$ cat src/inc/biop_pkg.sv
// package for the bidirectional read-modify-write io port
package biop_pkg;

  localparam int PORT_W = 8;
  localparam logic [7:0] LATCH_RST = 8'h00;
  // all pins start as inputs
  localparam logic [7:0] DIR_RST = 8'hff;
  // instruction cycle length in system clocks
  localparam int QCYC_LEN = 4;
  localparam logic [1:0] Q_LAST = 2'h3;

  // register selects seen by the core
  localparam logic [0:0] SEL_DATA = 1'h0;
  localparam logic [0:0] SEL_DIR = 1'h1;

  // core operations
  typedef enum logic [1:0] {
    BIOP_OP_NONE = 2'h0,
    BIOP_OP_WRITE = 2'h1,
    BIOP_OP_BSET = 2'h3,
    BIOP_OP_BCLR = 2'h2
  } biop_op_t;

  typedef struct packed {
    biop_op_t op;
    logic [0:0] sel;
    logic [2:0] bit_idx;
    logic [7:0] wdata;
  } biop_req_t;

  typedef struct packed {
    logic [7:0] out;
    logic [7:0] oe;
  } biop_pad_t;

endpackage : biop_pkg

$ cat src/logic/biop_sync3.sv
// three-stage synchroniser with agreement filter for the pin inputs
`timescale 1ns/10ps
`default_nettype none
module biop_sync3 #(
  parameter int W = 8
) (
  input wire logic clk_sys_i,
  input wire logic nrst_i,
  input wire logic [W-1:0] async_i,
  output logic [W-1:0] sync_o
);
  logic [W-1:0] s1_q;
  logic [W-1:0] s2_q;
  logic [W-1:0] s3_q;

  always_ff @(posedge clk_sys_i or negedge nrst_i) begin
    if (!nrst_i) begin
      s1_q <= '0;
      s2_q <= '0;
      s3_q <= '0;
    end else begin
      s1_q <= async_i;
      s2_q <= s1_q;
      s3_q <= s2_q;
    end
  end

  // a pin change counts once stages two and three agree
  genvar g;
  generate
    for (g = 0; g < W; g++) begin : g_bit
      always_ff @(posedge clk_sys_i or negedge nrst_i) begin
        if (!nrst_i) begin
          sync_o[g] <= 1'b0;
        end else if (s2_q[g] == s3_q[g]) begin
          sync_o[g] <= s3_q[g];
        end
      end
    end
  endgenerate
endmodule // biop_sync3

`default_nettype wire

$ cat src/logic/biop_port.sv
// 8-bit bidirectional io port with latch, direction and read-modify-write
`timescale 1ns/10ps
`default_nettype none
// Behaviour
// - every bit set and bit clear is done as a whole-register read, modify inside, then full write-back; a write stores wdata as given.
// - reading the data register returns the live pin levels, not the latch contents.
// - a write to the data register stores the value in the output latches whatever the directions are.
// - a data bit operation reads all pins, so an input pin's level is written back into its own latch.
// - a latch value, including one overwritten while the pin was an input, drives the pin once it becomes an output.
// - latches update at the end of the instruction cycle that performs the write.
// - read data is sampled from the pins at the start of the instruction cycle.
// - a direction bit of one makes the pin an input, zero makes it an output.
module biop_port (
  input wire logic clk_sys_i,
  input wire logic nrst_i,
  input wire biop_pkg::biop_req_t req_i,
  output logic req_ready_o,
  output logic [7:0] rdata_o,
  output logic [7:0] port_b_direction_o,
  output logic [7:0] io_port_b_data_latch_o,
  input wire logic [7:0] pin_i,
  output logic [7:0] pin_o,
  output logic [7:0] pin_oe_o,
  output logic cyc_start_o
);
  typedef enum logic [1:0] {
    BIOP_Q1 = 2'h0,
    BIOP_Q2 = 2'h1,
    BIOP_Q3 = 2'h3,
    BIOP_Q4 = 2'h2
  } biop_q_t;

  biop_q_t q_q;
  logic [7:0] pins_sync;
  logic [7:0] latch_q;
  logic [7:0] dir_q;
  logic [7:0] sample_q;
  logic [7:0] rdata_q;
  biop_pkg::biop_req_t req_q;
  biop_pkg::biop_pad_t pad;

  function automatic logic [7:0] biop_modify(input biop_pkg::biop_req_t r, input logic [7:0] v);
    logic [7:0] m;
    m = 8'h01 << r.bit_idx;
    case (r.op)
      biop_pkg::BIOP_OP_WRITE: biop_modify = r.wdata;
      biop_pkg::BIOP_OP_BSET: biop_modify = v | m;
      biop_pkg::BIOP_OP_BCLR: biop_modify = v & ~m;
      default: biop_modify = v;
    endcase
  endfunction

  // a held request commits to the register that it selects at the end of the cycle
  function automatic logic biop_commits(input biop_pkg::biop_req_t r, input logic [0:0] s);
    biop_commits = (r.op != biop_pkg::BIOP_OP_NONE) && (r.sel == s);
  endfunction

  biop_sync3 #(
    .W(biop_pkg::PORT_W)
  ) u_sync (
    .clk_sys_i(clk_sys_i),
    .nrst_i(nrst_i),
    .async_i(pin_i),
    .sync_o(pins_sync)
  );

  // four-phase instruction cycle
  always_ff @(posedge clk_sys_i or negedge nrst_i) begin
    if (!nrst_i) begin
      q_q <= BIOP_Q1;
    end else begin
      case (q_q)
        BIOP_Q1: q_q <= BIOP_Q2;
        BIOP_Q2: q_q <= BIOP_Q3;
        BIOP_Q3: q_q <= BIOP_Q4;
        BIOP_Q4: q_q <= BIOP_Q1;
        default: q_q <= BIOP_Q1;
      endcase
    end
  end

  assign cyc_start_o = (q_q == BIOP_Q1);
  // the core presents one request per cycle, taken at its start
  assign req_ready_o = (q_q == BIOP_Q1);

  // request capture and pin sample at cycle start
  always_ff @(posedge clk_sys_i or negedge nrst_i) begin
    if (!nrst_i) begin
      req_q <= '0;
      sample_q <= 8'h00;
    end else if (q_q == BIOP_Q1) begin
      req_q <= req_i;
      sample_q <= pins_sync;
    end
  end

  // read data for the core, held for the whole cycle
  always_ff @(posedge clk_sys_i or negedge nrst_i) begin
    if (!nrst_i) begin
      rdata_q <= 8'h00;
    end else if (q_q == BIOP_Q1) begin
      rdata_q <= (req_i.sel == biop_pkg::SEL_DATA) ? pins_sync : dir_q;
    end
  end
  assign rdata_o = rdata_q;

  // latch write-back at end of cycle
  always_ff @(posedge clk_sys_i or negedge nrst_i) begin
    if (!nrst_i) begin
      latch_q <= biop_pkg::LATCH_RST;
    end else if (q_q == BIOP_Q4 && biop_commits(req_q, biop_pkg::SEL_DATA)) begin
      latch_q <= biop_modify(req_q, sample_q);
    end
  end

  always_ff @(posedge clk_sys_i or negedge nrst_i) begin
    if (!nrst_i) begin
      dir_q <= biop_pkg::DIR_RST;
    end else if (q_q == BIOP_Q4 && biop_commits(req_q, biop_pkg::SEL_DIR)) begin
      dir_q <= biop_modify(req_q, dir_q);
    end
  end

  always_comb begin
    pad.out = latch_q;
    pad.oe = ~dir_q;
  end

  assign pin_o = pad.out;
  assign pin_oe_o = pad.oe;
  assign port_b_direction_o = dir_q;
  assign io_port_b_data_latch_o = latch_q;

  // checks
  // latches and direction only move at the edge that closes a cycle
  a_latch_end_cycle: assert property (@(posedge clk_sys_i) disable iff (!nrst_i)
    (q_q != BIOP_Q4)
    |=> $stable(latch_q))
    else $error("latch changed mid cycle");
  a_dir_end_cycle: assert property (@(posedge clk_sys_i) disable iff (!nrst_i)
    (q_q != BIOP_Q4)
    |=> $stable(dir_q))
    else $error("direction changed mid cycle");
  a_idle_no_change: assert property (@(posedge clk_sys_i) disable iff (!nrst_i)
    (q_q == BIOP_Q4 && req_q.op == biop_pkg::BIOP_OP_NONE)
    |=> $stable(latch_q) && $stable(dir_q))
    else $error("idle cycle changed a register");
  a_cycle_four: assert property (@(posedge clk_sys_i) disable iff (!nrst_i)
    cyc_start_o
    |=> (!cyc_start_o) [*3] ##1 cyc_start_o)
    else $error("cycle not four clocks");

  // a full write lands whatever the directions are
  a_write_stores: assert property (@(posedge clk_sys_i) disable iff (!nrst_i)
    (q_q == BIOP_Q4 && req_q.op == biop_pkg::BIOP_OP_WRITE && req_q.sel == biop_pkg::SEL_DATA)
    |=> latch_q == $past(req_q.wdata))
    else $error("write not stored");
  a_dir_write: assert property (@(posedge clk_sys_i) disable iff (!nrst_i)
    (q_q == BIOP_Q4 && req_q.op == biop_pkg::BIOP_OP_WRITE && req_q.sel == biop_pkg::SEL_DIR)
    |=> port_b_direction_o == $past(req_q.wdata))
    else $error("direction write lost");

  // data bit operations modify the pin sample, not the latch; direction bit operations modify the direction register
  a_rmw_pins: assert property (@(posedge clk_sys_i) disable iff (!nrst_i)
    (q_q == BIOP_Q4 && req_q.op == biop_pkg::BIOP_OP_BSET && req_q.sel == biop_pkg::SEL_DATA)
    |=> latch_q == ($past(sample_q) | (8'h01 << $past(req_q.bit_idx))))
    else $error("bit set wrong");
  a_rmw_clr: assert property (@(posedge clk_sys_i) disable iff (!nrst_i)
    (q_q == BIOP_Q4 && req_q.op == biop_pkg::BIOP_OP_BCLR && req_q.sel == biop_pkg::SEL_DATA)
    |=> latch_q == ($past(sample_q) & ~(8'h01 << $past(req_q.bit_idx))))
    else $error("bit clear wrong");
  a_input_written: assert property (@(posedge clk_sys_i) disable iff (!nrst_i)
    (q_q == BIOP_Q4 && req_q.sel == biop_pkg::SEL_DATA
     && (req_q.op == biop_pkg::BIOP_OP_BSET || req_q.op == biop_pkg::BIOP_OP_BCLR))
    |=> ((latch_q ^ $past(sample_q)) & $past(dir_q) & ~(8'h01 << $past(req_q.bit_idx))) == 8'h00)
    else $error("input pin level not written back");
  a_dir_bit_set: assert property (@(posedge clk_sys_i) disable iff (!nrst_i)
    (q_q == BIOP_Q4 && req_q.op == biop_pkg::BIOP_OP_BSET && req_q.sel == biop_pkg::SEL_DIR)
    |=> dir_q == ($past(dir_q) | (8'h01 << $past(req_q.bit_idx))))
    else $error("direction bit set wrong");
  a_dir_bit_clr: assert property (@(posedge clk_sys_i) disable iff (!nrst_i)
    (q_q == BIOP_Q4 && req_q.op == biop_pkg::BIOP_OP_BCLR && req_q.sel == biop_pkg::SEL_DIR)
    |=> dir_q == ($past(dir_q) & ~(8'h01 << $past(req_q.bit_idx))))
    else $error("direction bit clear wrong");

  // reads and the pin sample are taken at the cycle start and then held
  a_read_pins: assert property (@(posedge clk_sys_i) disable iff (!nrst_i)
    (q_q == BIOP_Q1 && req_i.sel == biop_pkg::SEL_DATA)
    |=> rdata_o == $past(pins_sync))
    else $error("read not pin level");
  a_read_dir: assert property (@(posedge clk_sys_i) disable iff (!nrst_i)
    (q_q == BIOP_Q1 && req_i.sel == biop_pkg::SEL_DIR)
    |=> rdata_o == $past(dir_q))
    else $error("direction read wrong");
  a_read_start: assert property (@(posedge clk_sys_i) disable iff (!nrst_i)
    (q_q != BIOP_Q1)
    |=> $stable(rdata_o))
    else $error("read sampled late");
  a_sample_start: assert property (@(posedge clk_sys_i) disable iff (!nrst_i)
    (q_q == BIOP_Q1)
    |=> sample_q == $past(pins_sync))
    else $error("pin sample not taken at start");
  a_sample_hold: assert property (@(posedge clk_sys_i) disable iff (!nrst_i)
    (q_q != BIOP_Q1)
    |=> $stable(sample_q))
    else $error("pin sample moved mid cycle");

  // pad drivers
  a_dir_oe: assert property (@(posedge clk_sys_i) disable iff (!nrst_i)
    pin_oe_o == ~port_b_direction_o)
    else $error("enable not from direction");
  a_out_latch: assert property (@(posedge clk_sys_i) disable iff (!nrst_i)
    ((pin_o ^ io_port_b_data_latch_o) == 8'h00))
    else $error("pin not latch");

  // main scenarios
  c_bit_set: cover property (@(posedge clk_sys_i) disable iff (!nrst_i)
    q_q == BIOP_Q4 && req_q.op == biop_pkg::BIOP_OP_BSET);
  c_input_overwrite: cover property (@(posedge clk_sys_i) disable iff (!nrst_i)
    q_q == BIOP_Q4 && req_q.op == biop_pkg::BIOP_OP_BCLR && (dir_q & (sample_q ^ latch_q)) != 8'h00);
  c_turn_output: cover property (@(posedge clk_sys_i) disable iff (!nrst_i)
    $fell(dir_q[0]));
  c_dir_read: cover property (@(posedge clk_sys_i) disable iff (!nrst_i)
    q_q == BIOP_Q1 && req_i.sel == biop_pkg::SEL_DIR && req_i.op != biop_pkg::BIOP_OP_NONE);
  c_stale_read: cover property (@(posedge clk_sys_i) disable iff (!nrst_i)
    (q_q == BIOP_Q4 && req_q.op == biop_pkg::BIOP_OP_WRITE && req_q.sel == biop_pkg::SEL_DATA)
    ##1 (req_ready_o && req_i.op != biop_pkg::BIOP_OP_NONE && req_i.sel == biop_pkg::SEL_DATA));
endmodule // biop_port

`default_nettype wire

$ cat config.mk
export PLATFORM = sky130hd
export DESIGN_NAME = biop_port
export DESIGN_NICKNAME = d
export VERILOG_FILES = /design/src/inc/biop_pkg.sv /design/src/logic/biop_sync3.sv /design/src/logic/biop_port.sv
export SDC_FILE = /design/constraint.sdc
export NUM_CORES = 1
export LEC_CHECK = 0
export ABC_CLOCK_PERIOD_IN_PS = 2100
export BUFFER_PORTS_ARGS = -buffer_cell sky130_fd_sc_hd__clkbuf_2
export CORE_MARGIN = 2
export CORE_UTILIZATION = 55
export CTS_BUF_LIST = sky130_fd_sc_hd__clkbuf_8
export CTS_CLUSTER_SIZE = 24
export DETAILED_ROUTE_END_ITERATION = 8
export GPL_TIMING_DRIVEN = 0
export PLACE_DENSITY = 0.91
export SETUP_SLACK_MARGIN = 0.05
export SLEW_MARGIN = 30
export SYNTH_ARGS = -nofsm -noshare
export SYNTH_HDL_FRONTEND = slang
export SYNTH_SLANG_ARGS = --single-unit
$ cat constraint.sdc
create_clock -name clk_sys_i -period 2.1 [get_ports clk_sys_i]
set_input_delay 0.21 -clock clk_sys_i [delete_from_list [all_inputs] [get_ports clk_sys_i]]
set_output_delay 0.21 -clock clk_sys_i [all_outputs]
set_load 0.02 [all_outputs]
# Yosys cells after proc, flatten, opt, wreduce, memory -nomap -nowiden
# Cells that the tools add are included.
# totals
reg_bits,80
latch_bits,0
mem_bits_rw,0
mem_bits_ro,0
in_bits,24
output_inout_bits,42
elab_cells,54
n_memories,0
# op_classes
add_sub_neg,0
n_mul,0
div,0
n_lt_le_gt_ge,0
n_eq_ne,14
shifts,1
mux,4
bitwise_logic,7
n_reduce_logical,8
# ops
operator,count
$pmux W8 S3,2
$and A8 B8 Y8,2
$not A8 Y8,2
$or A8 B8 Y8,2
$eq A1 B1 Y1,8
$eq A2 B2 Y1 const B,4
$mux W8,1
$pmux W2 S4,1
$shl A1 B3 Y8 const A,1
$eq A2 B1 Y1 const B,2
$logic_and A1 B1 Y1,4
$reduce_bool A3 Y1,1
$logic_not A2 Y1,1
$reduce_and A2 Y1,1
$reduce_bool A2 Y1,1
$not A1 Y1,1

# Logic depth before layout (Yosys ltp)
# Gate-level depths: netlist of run 1.
# depth
ltp_word,4
mapped_depth,4

# By module
# From an unflattened synthesis of run 1, not the netlist that was laid out.
# unflattened
hier_cells,258
hier_area_um2,3319.4
# modules_own_cells
module,n_inst,cells_per_inst,area_per_inst_um2,seq_area_each_um2
biop_port,1,218,2428.6,1211.2
biop_sync3,1,40,890.9,800.8

# Worst setup path before layout of run 1
# OpenSTA, ideal clock, no wires.
# synth_path
kind,register to output
startpoint,register q_q[1]
endpoint,output port req_ready_o
arrival_time_ps,1271
required_time_ps,1890
slack_ps,619
stages_incl_launch_ff,4
cell_sequence,dfrtp_1 nor2_1 clkbuf_1 buf_4
# synth_between
elab_chain_len,1
# synth_lines
item,line_no,source
from (decl),biop_port.sv:33,biop_q_t q_q;
from (signal assigned),biop_port.sv:70,q_q <= BIOP_Q1;
from (signal assigned),biop_port.sv:73,BIOP_Q1: q_q <= BIOP_Q2;
from (signal assigned),biop_port.sv:74,BIOP_Q2: q_q <= BIOP_Q3;
$logic_not A2 Y1,--,
to (decl),biop_port.sv:17,"output logic req_ready_o,"
# Every way passes these cells.

# Final worst setup path of run 1
# layout_path
startpoint,register q_q[1]
endpoint,output port req_ready_o
# layout_between
elab_chain_len,1
# layout_lines
item,line_no,source
$logic_not A2 Y1,biop_port.sv:84,assign req_ready_o = (q_q == BIOP_Q1);
# Every way passes these cells.

==> reports/metrics.yaml, run 1 <==
clock_latency_ps: 340
setup_viol: 0
cts_tree: "done"
synthToLayoutAreaGrowth_pct: 22.30
synth_edf_count: 0
final_max_slew_viol_count: 0
ys_seq_area_share_pct: 61.40
cp.arrival_ps: 1710
drtIter0Drc: 270
core_area_um2: 5851
finalSetupTns_ps: 0
post-dp-hpwl_um: 4938
numPortBuffers: 64
grt_max_degree: 81
ir_drop_mv: 0.5836
finClkSkew_ps: 8.005
clockRootBuffer: "clkbuf_8"
clk_pin_slew_worst_paths_ps: 80
synthTopCellsByArea: "dfrtp_1, mux2_1, dfstp_2"
whs_path_depth: 2
avgSynthCellArea_um2: 12.80
critPathKind: "reg -> out"
critPathCaptureType: "primary output"
row_count: 28
antenna_cells: 0
worstMarginPinSlew_ps: 637.2
synthArstFlopShare_pct: 100.0
power_density_nw_per_um2: 894.9
post-synth-top-count-cell: "dfrtp_1"
synthCells: 256
startpoint_type: "register"
numClockSinks: 80
fp.dieArea_um2: 6591
grt_use_total_pct: 23.17
synth_area_um2: 3277
num_vias: 2402
start_util_pct: 56.01
drc: 0
die_w_um: 81.19
syn_nets: 280
hp-class: "in -> reg"
slew_headroom_pct: 57.52
die_y_um: 81.19
stdcell_area_um2: 4008
grt_pass1_vias: 2406
synth.top_cell.area_share_pct: 54.98
status: "complete, no violations"
fillerInstances: 413
drv_cap: 0
grt_overflow: 0
drtPass1Iterations: 4
drt_wl_total_um: 7032
rr_worst_depth: 3
synth_commonest_cells: "dfrtp_1, mux2_1, a31oi_1"
timing.hold.ws_ps: 81.68
antenna_left: 0
fmax_ghz: 0.5213
fin_nets: 364
ys.flop_type: "dfrtp_1"
cts_setup_buffers: 0
fin_crit_sh_pct: 91.35
synth_area_leader_cell: "dfrtp_1"
via_per_inst: 5.719
synth_cell_types: 42
rsz0062_at_grt: "no"
cts.path.max_buffers: 2
min_period_ps: 1918
cts_made_buffers: 9
drive_above_1_share_pct: 33.91
placed_area_um2: 3700
grt_pass1_wl_um: 11410
avgRoutedWirePerCell_um: 16.74
place_congestion: 0.9567
cp.required_ps: 1890
antenna_found_initial: 0
num_io_pins: 66
cp_max_fo: 11
htree_levels: 3
yosysWarnings: 0
ys_ff_latch: 80
finalHoldViolCount: 0
p_leak_nw: 1.822
-- report_power, final --
part	leakage (nW)	internal, mW	switching, mW
logic	0.790	0.235	0.357
registers	0.924	1.70	0.106
clock network	0.109	0.647	0.546
-- cell type report --
type,instances,area (um^2),share of cell area (%)
clock buffers,12,165.2,4.121
inverters,12,45.04,1.124
well taps,75,93.84,2.342
clock inverters,4,51.30,1.280
plain buffers,25,147.6,3.684
multi-input cells,139,1074,26.79
flip-flops and latches,80,2012,50.20
repair buffers,73,419.2,10.46
-- sequential cells by signal (all words and copies together) (netlist names) --
name                    flops
rdata_o                     8
u_sync.s3_q                 8
q_q                         2
u_sync.s1_q                 8
req_q                      14
io_port_b_data_latch_o      8
sample_q                    8
port_b_direction_o          8
u_sync.sync_o               8
u_sync.s2_q                 8
-- cell families (layout without fill, tap and decap cells) --
kind of cell / count (synthesis) / in the layout / share of synthesized area (%)
flip-flops: 80 / 80 / 61.40
AO/OA/AOI/OAI: 53 / 53 / 11.38
AND/OR/NAND/NOR: 46 / 46 / 8.287
buffers and inverters: 37 / 126 / 5.842
multiplexers: 32 / 32 / 10.65
adder cells (fa/ha/maj): 8 / 8 / 2.444
-- path summary, 6_finish.rpt --
kind                       slack, ps      startpoint                         to
setup / recovery                 180          q_q[1]                req_ready_o
hold / removal                    80        req_i[7]                   req_q[7]
setup reg to reg                 510       req_q[10]  io_port_b_data_latch_o[2]
hold reg to reg                  350  u_sync.s1_q[6]             u_sync.s2_q[6]
max in group asynchronous       1230          nrst_i                   req_q[6]
min in group asynchronous        450          nrst_i             u_sync.s1_q[1]
-- repair_timing --
| item | CTS | global route |
|---|---|---|
| hold buffers | 9 | 0 |
| gates resized for setup | 1 | 0 |
| endpoints found under the hold margin | 80 | 0 |
| endpoints found under the setup margin | 1 | 0 |
-- metal layers --
layer | global-route usage [%] | vias to the layer above | routed length (um)
met4 | 11.02 | 0 | 105
met5 | 0 | - | 0
met2 | 38.26 | 95 | 3571
met3 | 5.111 | 12 | 431
met1 | 29.13 | 1207 | 2924
li1 | - | 1088 | -
-- critical path, stage by stage (launching register included) --
cell and delay (ps):
dfrtp_1 420, nor2_1 310, clkbuf_2 330, buf_4 160
clkbuf_2 150
-- through the flow --
stage | setup WS [ps] | total power [mW] | instances | utilization [%]
6_report | 181.6 | 3.586 | 420 | 68.50
5_1_grt | 64.15 | 3.744 | 420 | 68.50
4_1_cts | 169.9 | 3.606 | 420 | 68.50
3_5_place_dp | 373.8 | 2.408 | 395 | 63.24
3_3_place_gp | 165.1 | 2.381 | 395 | 63.09
2_1_floorplan | 619.1 | 2.166 | 256 | -
-- placed cells by master (no fill, tap or decap), types with 4 or more instances in the layout --
| master | count |
|---|---|
| dfstp_2 | 8 |
| dlygate4sd3_1 | 9 |
| nor2b_1 | 7 |
| buf_2 | 9 |
| mux2_1 | 22 |
| nor2_1 | 10 |
| nand2_1 | 4 |
| a22oi_1 | 6 |
| clkbuf_8 | 13 |
| a21oi_1 | 8 |
| inv_1 | 10 |
| mux2i_1 | 9 |
| buf_4 | 11 |
| a31oi_1 | 16 |
| o22ai_1 | 8 |
| maj3_1 | 8 |
| nand3_1 | 6 |
| dfrtp_1 | 72 |
| clkbuf_1 | 4 |
| clkbuf_2 | 64 |
Power figures use the tool's default switching activity.
==> inputs of run 2 (changes only) <==
--- a/config.mk
+++ b/config.mk
@@ -7,6 +7,7 @@
 export LEC_CHECK = 0
 export ABC_CLOCK_PERIOD_IN_PS = 2100
 export BUFFER_PORTS_ARGS = -buffer_cell sky130_fd_sc_hd__clkbuf_2
+export CORE_ASPECT_RATIO = 1.2
 export CORE_MARGIN = 2
 export CORE_UTILIZATION = 55
 export CTS_BUF_LIST = sky130_fd_sc_hd__clkbuf_8
==> run 2 against run 1 <==
- clock power shrank 11%
- sequential power about the same
- fmax grew 3.2%
- die area hardly changed
- combinational power about the same
- critical path type unchanged
- largest power group unchanged
==> reports/metrics.yaml, run 2 (synthesis gave the netlist of run 1 again) <==
via_per_inst: 5.384  # -5.9%
antenna_found_initial: 0  # unchanged
clk_pin_slew_worst_paths_ps: 90  # about the same
die_y_um: 88.56  # +9.1%
cp_max_fo: 11  # unchanged
top_register: "req_q"
grt_use_total_pct: 23.15  # about the same
cp.arrival_ps: 1650  # -60 ps
fp.dieArea_um2: 6594  # about the same
critPathKind: "reg -> out"
drt_wl_total_um: 7047  # +0.21%
min_period_ps: 1859  # -59.24 ps
slew_headroom_pct: 54.93  # -2.6 points
finalSetupTns_ps: 0  # unchanged
synthToLayoutAreaGrowth_pct: 21.65
r2r_slack_ps: 470  # -40 ps
fmax_ghz: 0.5379  # +3.2%
largest_reg_flops: 14  # unchanged
power_mw: 3.443  # -4.0%
cp.required_ps: 1890  # about the same
clock_latency_ps: 360  # +20 ps
antenna_cells: 0  # unchanged
fin_ws_ps: 240.9  # +59.24 ps
cts_tree: "done"
row_count: 30  # +7.1%
p_leak_nw: 1.807  # -0.83%
drc: 0  # unchanged
status: "complete, no violations"
avgRoutedWirePerCell_um: 16.58  # -0.97%
start_util_pct: 57.43  # +1.4 points
die_w_um: 74.46  # -8.3%
finalHoldViolCount: 0  # unchanged
mostFrequentLayoutCell: "dfrtp_1"
drtIter0Drc: 192  # -29%
clockRootBuffer: "clkbuf_8"
final_max_slew_viol_count: 0  # unchanged
ir_drop_mv: 0.9649  # +65%
num_io_pins: 66  # unchanged
timing.hold.ws_ps: 62.37  # -19.31 ps
htree_levels: 3  # unchanged
numPortBuffers: 64  # unchanged
finClkSkew_ps: 6.879  # -1.126 ps
core_area_um2: 5705  # -2.5%
startpoint_type: "register"
grt_max_degree: 81  # unchanged
worstMarginPinSlew_ps: 676.1  # +38.84 ps
drv_cap: 0  # unchanged
drive_above_1_share_pct: 33.91  # unchanged
cts_made_buffers: 9  # unchanged
fin_nets: 364  # unchanged
grt_pass1_wl_um: 11050  # -3.1%
rsz0062_at_grt: "no"
critPathCaptureType: "primary output"
grt_pass1_vias: 2254  # -6.3%
power_density_nw_per_um2: 863.8  # -3.5%
grt_overflow: 0  # unchanged
drtPass1Iterations: 4  # unchanged
mostFrequentLayoutCells: "dfrtp_1, clkbuf_2, mux2_1, a31oi_1"
post-dp-hpwl_um: 5021  # +1.7%
fin_crit_sh_pct: 88.53  # -2.8 points
antenna_left: 0  # unchanged
place_congestion: 0.8574  # -10%
num_vias: 2288  # -4.7%
cts.path.max_buffers: 2  # unchanged
numClockSinks: 80  # unchanged
setup_viol: 0  # unchanged
pre_cts_slack_ps: 407.5  # +33.62 ps
hp-class: "in -> reg"
-- run 2: final timing paths --
path | start | cells after the start | to
setup / recovery | q_q[1] | 4 | req_ready_o
hold / removal | req_i[10] | 2 | req_q[10]
setup reg to reg | req_q[10] | 4 | port_b_direction_o[3]
hold reg to reg | u_sync.s1_q[5] | 0 | u_sync.s2_q[5]
max in group asynchronous | nrst_i | 2 | sample_q[0]
min in group asynchronous | nrst_i | 2 | u_sync.s1_q[7]
-- run 2: per-layer routing --
layer	GRT usage [%]	vias up	part of all wire, %	wire length [um]
li1	-	1087	-	-
met1	29.10	1101	42	2977
met2	37.57	87	50	3540
met3	5.353	13	5.4	380
met4	11.53	0	2.1	149
met5	0	-	0	0
-- run 2: cell type report --
cell class | instances | area, um^2
Tap cell | 80 | 100.1
Clock inverter | 6 | 51.30
Inverter | 12 | 45.04
Multi-Input combinational cell | 139 | 1074
Sequential cell | 80 | 2012
Fill cell | 414 | 1719
Buffer | 25 | 147.6
Clock buffer | 10 | 137.6
Timing Repair Buffer | 73 | 419.2
-- run 2: report_power, final --
group          leakage, nW  internal [mW]  switching, mW
clock network       0.0935          0.475          0.582
logic                0.790          0.235          0.353
registers            0.924           1.69          0.103
total                 1.81           2.41           1.04
-- run 2: metrics by stage --
stage               area, um^2  utilization, %  cells
global route              3986           69.87    425
CTS                       3986           69.87    425
global placement          3697           64.80    400
detailed placement        3706           64.96    400
finish                    3986           69.87    425
floorplan                 3277               -    256
-- run 2: what timing repair did --
| item | in CTS | in global routing |
|---|---|---|
| endpoints found under the hold margin | 80 | 0 |
| gates resized for setup | 1 | 0 |
| buffers inserted | 0 | 0 |
| setup endpoints to repair | 1 | 0 |
| hold buffers | 9 | 0 |
-- run 2: worst max-delay path: stages, from the launching register on --
cell and delay (ps):
dfrtp_1 420, nor2_1 250, clkbuf_2 320, buf_4 150, clkbuf_2 150
==> inputs of run 3 (changes only) <==
--- a/config.mk
+++ b/config.mk
@@ -13,7 +13,6 @@
 export CTS_BUF_LIST = sky130_fd_sc_hd__clkbuf_8
 export CTS_CLUSTER_SIZE = 24
 export DETAILED_ROUTE_END_ITERATION = 8
-export GPL_TIMING_DRIVEN = 0
 export PLACE_DENSITY = 0.91
 export SETUP_SLACK_MARGIN = 0.05
 export SLEW_MARGIN = 30
==> run 3 against run 2 <==
- global-route usage is 0.93 points lower
- power is 1.3% higher
- clock skew is 2.5 ps lower
- setup slack better by 44 ps
- die area stayed put
- count of clock-buffer cells in the layout stayed put
- design area is 1.8% lower
- wire length is 5.4% lower
- sequential share of layout area is 0.90 points higher
- flip-flop and latch count stayed put
- non-clock buffer count is 20 lower
- critical path type unchanged
- largest cell class unchanged
==> reports/metrics.yaml, run 3 (synthesis gave the netlist of run 1 again) <==
drv_cap: 0  # unchanged
row_count: 30  # unchanged
via_per_inst: 5.578  # +3.6%
grt_use_total_pct: 22.22  # -0.93 points
internal-power_mw: 2.486  # +3.4%
clockRootBuffer: "clkbuf_8"
critPathKind: "reg -> out"
fp.dieArea_um2: 6594  # unchanged
combPwrFrac_pct: 15.5  # -1.6 points
rr_endpoint: "io_port_b_data_latch_o[2]"
fmax_ghz: 0.5510  # +2.4%
clk_pin_slew_worst_paths_ps: 80  # about the same
cp_top_family: "flip-flops"
place_congestion: 0.8739  # +1.9%
antenna_found_initial: 0  # unchanged
cts_tree: "done"
cts_made_buffers: 9  # unchanged
fin_crit_sh_pct: 86.42  # -2.1 points
worstMarginPinSlew_ps: 509.0  # -167.1 ps
critPathCaptureType: "primary output"
p_leak_nw: 1.741  # -3.7%
drtPass1Iterations: 4  # unchanged
placed_cells_incl_taps: 380  # -5.0%
fin_util_pct: 68.64  # -1.2 points
worstHoldEndpoint: "req_q[1]"
drive_above_1_share_pct: 31.38  # -2.5 points
grt_pass1_wl_um: 10860  # -1.7%
max_stage_delay_ps: 450  # +30 ps
antenna_cells: 0  # unchanged
power_mw: 3.487  # +1.3%
cp.arrival_ps: 1600  # -50 ps
core_area_um2: 5705  # unchanged
swShare_pct: 28.69  # -1.5 points
slew_headroom_pct: 65.19  # +10 points
post-dp-hpwl_um: 4579  # -8.8%
clock_latency_ps: 340  # -20 ps
drc: 0  # unchanged
fin_nets: 344  # -5.5%
num_io_pins: 66  # unchanged
start_util_pct: 57.43  # unchanged
cp_max_fo: 31  # +20
grt_overflow: 0  # unchanged
status: "complete, no violations"
cts_setup_buffers: 0  # unchanged
min_from: "req_i[1]"
pwr-share-seq_pct: 51.9  # -0.3 points
power_density_nw_per_um2: 890.3  # +3.1%
htree_levels: 3  # unchanged
mostFrequentLayoutCells: "dfrtp_1, clkbuf_2, mux2_1, a31oi_1"
reg2reg_from: "req_q[9]"
num_vias: 2259  # -1.3%
drt_wl_total_um: 6667  # -5.4%
largest_reg_flops: 14  # unchanged
whs_path_depth: 2  # unchanged
die_w_um: 74.46  # unchanged
crit_buf_inv: 2  # -1
min_period_ps: 1815  # -44.37 ps
mostFrequentLayoutCell: "dfrtp_1"
ir_drop_mv: 0.6066  # -37%
p_sw_mw: 1.000  # -3.7%
final_cells: 405  # -4.7%
finClkSkew_ps: 4.346  # -2.533 ps
p_clk_share_pct: 32.6  # +1.9 points
rsz0062_at_grt: "no"
antenna_left: 0  # unchanged
finalHoldViolCount: 0  # unchanged
startpoint_type: "register"
drtIter0Drc: 172  # -10%
setup_viol: 0  # unchanged
crit_chain: "nor2_4 > buf_12 > clkbuf_2"
numPortBuffers: 65  # +1.6%
cp.required_ps: 1890  # about the same
slowest_stage: "dfrtp_1"
grt_pass1_vias: 2177  # -3.4%
numClockSinks: 80  # unchanged
cts.path.max_buffers: 2  # unchanged
rr_worst_depth: 3  # -1
synthToLayoutAreaGrowth_pct: 19.51
r2r_slack_ps: 370  # -100 ps
timing.hold.ws_ps: 79.66  # +17.29 ps
finalSetupTns_ps: 0  # unchanged
avgRoutedWirePerCell_um: 16.46  # -0.72%
top_register: "req_q"
final_max_slew_viol_count: 0  # unchanged
grt_max_degree: 42  # -48%
die_y_um: 88.56  # unchanged
hp-class: "in -> reg"
fillerInstances: 441  # +6.5%
[run 3: changes by cell type in the layout (fill, tap and decap cells not counted)]
cell	change
buf_2	-9
buf_4	-8
clkbuf_1	-4
buf_12	+2
clkinv_4	-2
bufinv_16	+1
clkbuf_8	-1
clkinv_2	+1
clkinvlp_4	+1
inv_6	-1
nor2_1	-1
nor2_4	+1
[run 3: worst max path at each step]
stage | depth (start not counted) | endpoint | from | slack, ps
3_5_place_dp | 3 | io_port_b_data_latch_o[2] | req_q[9] | 420
3_3_place_gp | 3 | io_port_b_data_latch_o[2] | req_q[9] | 520
2_1_floorplan | 3 | req_ready_o | q_q[1] | 620
5_1_grt | 3 | req_ready_o | q_q[1] | 190
6_report | 3 | req_ready_o | q_q[1] | 290
4_1_cts | 3 | req_ready_o | q_q[1] | 280
[run 3: power by group through the flow]
stage | clock network, mW | logic (mW) | registers [mW]
floorplan | 0 | 0.280 | 1.89
global placement | 0 | 0.521 | 1.83
detailed placement | 0 | 0.530 | 1.84
CTS | 1.16 | 0.547 | 1.81
global route | 1.22 | 0.593 | 1.83
finish | 1.14 | 0.541 | 1.81
[run 3: cell type report]
cell class	count	area (um^2)	area share, %
clock buffers	10	137.6	3.514
clock inverters	6	67.56	1.725
inverters	12	45.04	1.150
multi-input cells	139	1081	27.60
flip-flops and latches	80	2012	51.37
well taps	80	100.1	2.556
repair buffers	78	473.0	12.08
[run 3: per-stage QoR]
step           worst slack [ps]  area, um^2
2_1_floorplan             619.1        3277
4_1_cts                   279.0        3916
6_report                  285.2        3916
3_3_place_gp              522.3        3621
3_5_place_dp              421.9        3621
5_1_grt                   193.7        3916
[run 3: per-layer routing]
| metal | track usage [%] | share of wire, % |
|---|---|---|
| met1 | 29.04 | 42 |
| met2 | 37.01 | 52 |
| met3 | 5.239 | 4.7 |
| met4 | 6.656 | 1.1 |
| met5 | 0 | 0 |
[run 3: timing repair]
| item | 4_1_cts | 5_1_grt |
|---|---|---|
| hold buffers | 9 | 0 |
| gates resized for setup | 0 | 0 |
| endpoints found under the hold margin | 44 | 0 |
